[src/shared/adw_pkg.sv]
// Package for the conversion-done interrupt and wake logic
package adw_pkg;
	localparam logic CONV_DONE_FLAG_RST = 1'b0;
	localparam logic IRQ_ENABLE_RST     = 1'b0;
	localparam int   FLAG_BIT_POS       = 6;
	localparam int   ENABLE_BIT_POS     = 6;

	// Core-side software access to the flag and enable bits
	typedef struct packed {
		logic flagWrite;
		logic flagData;
		logic enableWrite;
		logic enableData;
	} adw_sw_s;

	// Core sequencing state around sleep and wake
	typedef enum logic [3:0] {
		ADW_RUN    = 4'h1,
		ADW_SLEEP  = 4'h2,
		ADW_NEXT   = 4'h4,
		ADW_VECTOR = 4'h8
	} adw_state_e;

	typedef struct packed {
		logic irqRequest;
		logic wakeRequest;
		logic fetchNext;
		logic vectorToIsr;
		logic asleep;
	} adw_core_s;
endpackage

[src/adw_conv_done_irq.sv]
// Conversion-done flag, interrupt request and sleep wake sequencing
`timescale 1ns/100ps
`default_nettype none
// What this block does
// - Conversion end sets the done flag
// - Flag sets regardless of interrupt enable
// - Only software clears the done flag
// - Request needs flag and enable both
// - Interrupt works awake and asleep alike
// - Enabled interrupt wakes the sleeping core
// - Instruction after sleep always runs first
// - Then vector to ISR if global and peripheral enables both set
module adw_conv_done_irq (
	input  wire logic           core_clk,
	input  wire logic           sys_rst,
	input  wire logic           convComplete,
	input  wire adw_pkg::adw_sw_s swAccess,
	input  wire logic           sleepExec,
	input  wire logic           instrRetired,
	input  wire logic           globalIrqEnable,
	input  wire logic           periphIrqEnable,
	output logic                convDoneFlag,
	output logic                convDoneIrqEnable,
	output adw_pkg::adw_core_s  coreCtrl
);
	import adw_pkg::*;

	// Done flag, kept in its own cell
	logic       flagNow;

	// Per-source enable
	logic       enable_reg;
	logic       enable_next;

	// Request and the gate for vectoring
	logic       request;
	logic       vectorAllowed;

	// Core sequencer
	adw_state_e state_reg;
	adw_state_e state_next;

	// Registered core-side strobes
	adw_core_s  ctrl_reg;
	adw_core_s  ctrl_next;

	// Event is taken on every cycle, sleep or not, so no completion is lost
	adw_flag_cell uFlag (
		.core_clk (core_clk),
		.sys_rst  (sys_rst),
		.setEvent (convComplete),
		.swWrite  (swAccess.flagWrite),
		.swData   (swAccess.flagData),
		.flag     (flagNow)
	);

	// Software write only; hardware never touches the enable
	always_comb begin
		enable_next = enable_reg;
		if (swAccess.enableWrite) begin
			enable_next = swAccess.enableData;
		end
	end

	always_ff @(posedge core_clk or posedge sys_rst) begin
		if (sys_rst) begin
			enable_reg <= IRQ_ENABLE_RST;
		end else begin
			enable_reg <= enable_next;
		end
	end

	// Per-source request; global enable deliberately left out of wake
	assign request = flagNow & enable_reg;

	// Both enables gate vectoring only, never the wake
	assign vectorAllowed = globalIrqEnable & periphIrqEnable;

	// Sequencer as seen from the core around a sleep instruction
	always_comb begin
		state_next = state_reg;
		case (state_reg)
			ADW_RUN: begin
				if (sleepExec) begin
					// A pending request turns the sleep into a no-op
					if (request) begin
						state_next = ADW_NEXT;
					end else begin
						state_next = ADW_SLEEP;
					end
				end else if (request && vectorAllowed) begin
					state_next = ADW_VECTOR;
				end else begin
					state_next = ADW_RUN;
				end
			end

			ADW_SLEEP: begin
				// Wake needs only the per-source request
				if (request) begin
					state_next = ADW_NEXT;
				end else begin
					state_next = ADW_SLEEP;
				end
			end

			ADW_NEXT: begin
				// The following instruction retires before any vectoring
				if (!instrRetired) begin
					state_next = ADW_NEXT;
				end else if (request && vectorAllowed) begin
					state_next = ADW_VECTOR;
				end else begin
					state_next = ADW_RUN;
				end
			end

			ADW_VECTOR: begin
				state_next = ADW_RUN;
			end

			default: begin
				state_next = ADW_RUN;
			end
		endcase
	end

	always_ff @(posedge core_clk or posedge sys_rst) begin
		if (sys_rst) begin
			state_reg <= ADW_RUN;
		end else begin
			state_reg <= state_next;
		end
	end

	// Strobes decode the next state so they leave flip-flops
	always_comb begin
		ctrl_next            = '0;
		ctrl_next.irqRequest = request;
		case (state_next)
			ADW_RUN: begin
				ctrl_next.wakeRequest = 1'b0;
				ctrl_next.fetchNext   = 1'b0;
				ctrl_next.vectorToIsr = 1'b0;
				ctrl_next.asleep      = 1'b0;
			end

			ADW_SLEEP: begin
				ctrl_next.wakeRequest = 1'b0;
				ctrl_next.fetchNext   = 1'b0;
				ctrl_next.vectorToIsr = 1'b0;
				ctrl_next.asleep      = 1'b1;
			end

			ADW_NEXT: begin
				// Only a way out of sleep is a wake, not a skipped sleep
				ctrl_next.wakeRequest = (state_reg == ADW_SLEEP);
				ctrl_next.fetchNext   = 1'b1;
				ctrl_next.vectorToIsr = 1'b0;
				ctrl_next.asleep      = 1'b0;
			end

			ADW_VECTOR: begin
				ctrl_next.wakeRequest = 1'b0;
				ctrl_next.fetchNext   = 1'b0;
				ctrl_next.vectorToIsr = 1'b1;
				ctrl_next.asleep      = 1'b0;
			end

			default: begin
				ctrl_next.wakeRequest = 1'b0;
				ctrl_next.fetchNext   = 1'b0;
				ctrl_next.vectorToIsr = 1'b0;
				ctrl_next.asleep      = 1'b0;
			end
		endcase
	end

	always_ff @(posedge core_clk or posedge sys_rst) begin
		if (sys_rst) begin
			ctrl_reg <= '0;
		end else begin
			ctrl_reg <= ctrl_next;
		end
	end

	// Outputs straight from registers
	assign convDoneFlag      = flagNow;
	assign convDoneIrqEnable = enable_reg;
	assign coreCtrl          = ctrl_reg;
endmodule
`default_nettype wire

[src/adw_flag_cell.sv]
// Sticky event flag with software write, set wins over clear
`timescale 1ns/100ps
`default_nettype none
module adw_flag_cell (
	input  wire logic core_clk,
	input  wire logic sys_rst,
	input  wire logic setEvent,
	input  wire logic swWrite,
	input  wire logic swData,
	output logic      flag
);
	import adw_pkg::*;

	logic flag_reg;
	logic flag_next;

	always_comb begin
		flag_next = flag_reg;
		if (swWrite)
			flag_next = swData;
		// Hardware only sets, never clears; a set in the clear cycle wins
		if (setEvent)
			flag_next = 1'b1;
	end

	always_ff @(posedge core_clk or posedge sys_rst) begin
		if (sys_rst)
			flag_reg <= CONV_DONE_FLAG_RST;
		else
			flag_reg <= flag_next;
	end

	assign flag = flag_reg;
endmodule
`default_nettype wire

[config.mk]
export PLATFORM = sky130hd
export DESIGN_NAME = adw_conv_done_irq
export DESIGN_NICKNAME = d
export VERILOG_FILES = /design/src/shared/adw_pkg.sv /design/src/adw_conv_done_irq.sv /design/src/adw_flag_cell.sv
export SDC_FILE = /design/constraint.sdc
export NUM_CORES = 1
export LEC_CHECK = 0
export BUFFER_PORTS_ARGS = -buffer_cell sky130_fd_sc_hd__clkbuf_2
export CAP_MARGIN = 10
export CORE_AREA = 5 5 42 44
export CTS_CLUSTER_DIAMETER = 60
export DETAILED_ROUTE_END_ITERATION = 6
export DIE_AREA = 0 0 47 49
export GPL_TIMING_DRIVEN = 1
export PLACE_DENSITY = 0.58
export SKIP_LAST_GASP = 1
export SLEW_MARGIN = 20
export SYNTH_ARGS = -nofsm -noshare
export SYNTH_HDL_FRONTEND = slang
export SYNTH_SLANG_ARGS = --single-unit
[constraint.sdc]
create_clock -name core_clk -period 1.4 [get_ports core_clk]
set_input_delay 0.14 -clock core_clk [delete_from_list [all_inputs] [get_ports core_clk]]
set_output_delay 0.14 -clock core_clk [all_outputs]
set_load 0.005 [all_outputs]
Word-level counts from Yosys, hierarchy flattened --
Cells that the tools add are included.
Operators by class: eq/ne operators 6, bitwise gates (word level) 2, mux-type cells 8, reduce and logical (&&, ||, !) cells 2
Operator list (count):
- $pmux 4 s3 | 2
- $mux 4 | 3
- $eq 4x2->1 const B | 2
- $eq 4x3->1 const B | 2
- $eq 4x1->1 const B | 1
- $eq 4x4->1 const B | 1
- $mux 3 | 1
- $and 1x1->1 | 2
- $mux 1 | 2
- $reduce_bool 2->1 | 1
- $logic_and 1x1->1 | 1
Storage, ports and cells: bits in registers 11, output and inout bits 7, logic and storage cells 26

Logic depth before layout (Yosys ltp) --
word-level depth 7, gate-level depth with buffers 4, depth with buffers taken out 4

Cells and area by module --
Synthesis repeated with hierarchy kept, for this count alone.
Second synthesis, totals: cell total of the unflattened synthesis 39, area, all modules 499.2 um2
Modules (own cells, without submodules):
- adw_conv_done_irq | cells each 35, instances 1, area each 455.4 um2
- adw_flag_cell | cells each 4, instances 1, area each 43.8 um2

Least setup slack after synthesis --
Ideal clock, no wire load.
path kind reg2reg, start point register state_reg[0], end point register ctrl_reg, in the netlist coreCtrl[2], setup time 0.078 ns, arrival time 1.063 ns, period minus slack after synthesis 1.141 ns, buffers on the path 0, path slack 0.259 ns, stages on the path, launching flop included 4, data required time 1.322 ns, cell sequence dfstp_2 nand3b_1 a211o_1 a21oi_1
RTL lines:
- start, declared | RTL line adw_conv_done_irq.sv:40 | adw_state_e state_reg;
- start signal, assigned | RTL line adw_conv_done_irq.sv:132 | state_reg <= state_next;
- end signal, assigned | RTL line adw_conv_done_irq.sv:183 | ctrl_reg <= ctrl_next;
- end, declared | RTL line adw_conv_done_irq.sv:44 | adw_core_s ctrl_reg;

==> qor.yml <==
largest_register_ff_count: 5
start_kind: "flip-flop"
worst_pin_slew_ns: 0.4099
end_kind: "flip-flop"
netlist-cell-type-count: 22
routed_wl_um: 918
status: "completed"
grt_pass1_wl_um: 1524
syn_inst: 38
syn-cell-area_um2: 471.7
relSlewSlack_pct: 72.64
ys_ff_latch: 11
portBuffers: 17
coreArea_um2: 1401
ys_seq_area_share_pct: 58.62
grt_max_degree: 12
pre_cts_ws_ns: 0.1626
setup_viol_count_final: 0
grt.total_usage_pct: 9.175
path_class: "flip-flop to flip-flop"
initial_utilization_pct: 33.66
cp.required_ns: 1.53
grtUsageMet1_pct: 11.34
worst_ep_arrival_time_ns: 1.39
ios: 18
syn_area_per_cell_um2: 12.41
rr_startpoint: "state_reg[0]"
drv_cap: 0
clock_latency_ns: 0.26
final_cell_mix: "17 x clkbuf_2, 10 x dfrtp_1, 3 x clkbuf_4"
tns_ns: 0
first_pass_iters: 4
rsz0062_at_grt: "false"
cts_max_level: 1
async_flop_share_pct: 100.0
hold_viol_final: 0
first_global_vias: 370
yosys_warnings: 0
clk_path_buf_depth: 2
whs_path_depth: 2
fin_nets: 71
globalplace.congestion: 0.7610
vias: 392
met3_usage_pct: 3.690
setup_ws_ns: 0.1348
dieArea_um2: 2303
syn-num-nets: 49
finalCritPeriodShare_pct: 90.37
worstReg2RegEnd: "coreCtrl[0]"
clockRootBuffer: "clkbuf_4"
antenna_found_initial: 0
rows: 14
min_to: "uFlag.flag"
drive_gt1_share_pct: 40.68
drc: 0
leakage_nw: 0.3084
layout_commonest_cell: "clkbuf_2"
drtIter0Drc: 3
maxSlewViolCount: 0
avgViaCountPerCell: 5.227
grt_overflow: 0
power_density_nw_per_um2: 1474
cts_buffers: 3
use_met2_pct: 12.90
worst_clock_skew_ns: 0.003836
synth_edf_count: 0
ant_nets: 0
grt_busiest_layer: "met2"
wl_per_cell_um: 12.24
worstPathMaxFanout: 6
antenna_cells: 0
cts_tree: "done"
hp-start: "convComplete"
die_y_um: 49
vdd_ir_drop_max_mv: 0.6564
reg2reg_depth: 2
fin_crit_ns: 1.265
cts.reportedPaths.clkPinSlew_ns: 0.07
area_growth_pct: 28.91
cts_sinks: 11
cts_resized: 0
clock.fmax_mhz: 790.4
hp-class: "input pin to flip-flop"
synthFlopType: "dfrtp_1"
die_w_um: 47
reg2reg_slack_ns: 0.13
-- cells in the mapped netlist (2+ instances only) --
cell type   n  share of area, %
a21oi_1     2               2.1
nor3_1      2               2.1
nand2_1     2               1.6
a211o_1     2               3.7
a2111oi_1   2               4.2
o2111a_1    2               4.8
inv_1       2               1.6
dfrtp_1    10                53
-- metal layers --
layer	share of wire, %	wire length, um
met4	0.87	8
met1	42	387
met3	8.6	79
met2	48	442
met5	0	0
-- critical path, stage by stage (launching register included) --
cell	delay [ns]
dfstp_2	0.57
nand3b_1	0.13
a2111oi_1	0.44
-- metrics by stage --
| stage | hold slack (ns) | total power, mW | cells | utilization [%] | area (um2) |
|---|---|---|---|---|---|
| after floorplan | -0.008277 | 0.6125 | 38 | - | 471.7 |
| after global routing | 0.06042 | 0.9624 | 75 | 43.39 | 608.1 |
| after detailed placement | 0.1414 | 0.6918 | 70 | 40.80 | 571.8 |
| after global placement | 0.1340 | 0.6882 | 70 | 40.80 | 571.8 |
| after CTS | 0.06633 | 0.9094 | 75 | 43.39 | 608.1 |
| final | 0.06735 | 0.8965 | 75 | 43.39 | 608.1 |
-- power breakdown --
group	switching [mW]	leakage, nW	internal, mW
clock	0.102	0.0150	0.110
sequential	0.0656	0.140	0.393
combinational	0.105	0.154	0.120
total	0.273	0.308	0.624
-- repair_timing --
| item | 4_1_cts | 5_1_grt |
|---|---|---|
| endpoints found under the hold margin | 10 | 0 |
| hold buffers | 1 | 0 |
| buffers inserted | 0 | 0 |
-- final cells by class --
type	instances	area (um2)
Fill cell	146	793.3
Sequential cell	11	276.5
Multi-Input combinational cell	24	182.7
Timing Repair Buffer	18	95.09
Clock buffer	4	26.28
Tap cell	16	20.02
Inverter	2	7.507
-- kinds of logic (layout without fill, tap and decap cells) --
kind of cell           after synthesis  in the layout  synth area share, %
AND/OR/NAND/NOR                     12             12                16.45
XOR/XNOR                             1              1                1.857
buffers and inverters                3             24                2.652
multiplexers                         1              1                2.387
AO/OA/AOI/OAI                       10             10                18.04
flip-flops                          11             11                58.62
-- worst max path at each step --
stage | startpoint | to | slack (ns) | cells after the start
final | state_reg[0] | coreCtrl[0] | 0.13 | 2
after global routing | state_reg[0] | coreCtrl[0] | 0.08 | 2
after CTS | state_reg[0] | coreCtrl[0] | 0.14 | 2
after detailed placement | state_reg[0] | coreCtrl[0] | 0.16 | 2
after global placement | state_reg[0] | coreCtrl[0] | 0.17 | 2
after floorplan | state_reg[0] | coreCtrl[2] | 0.26 | 3
No activity file was read; power rests on OpenSTA's default activity.
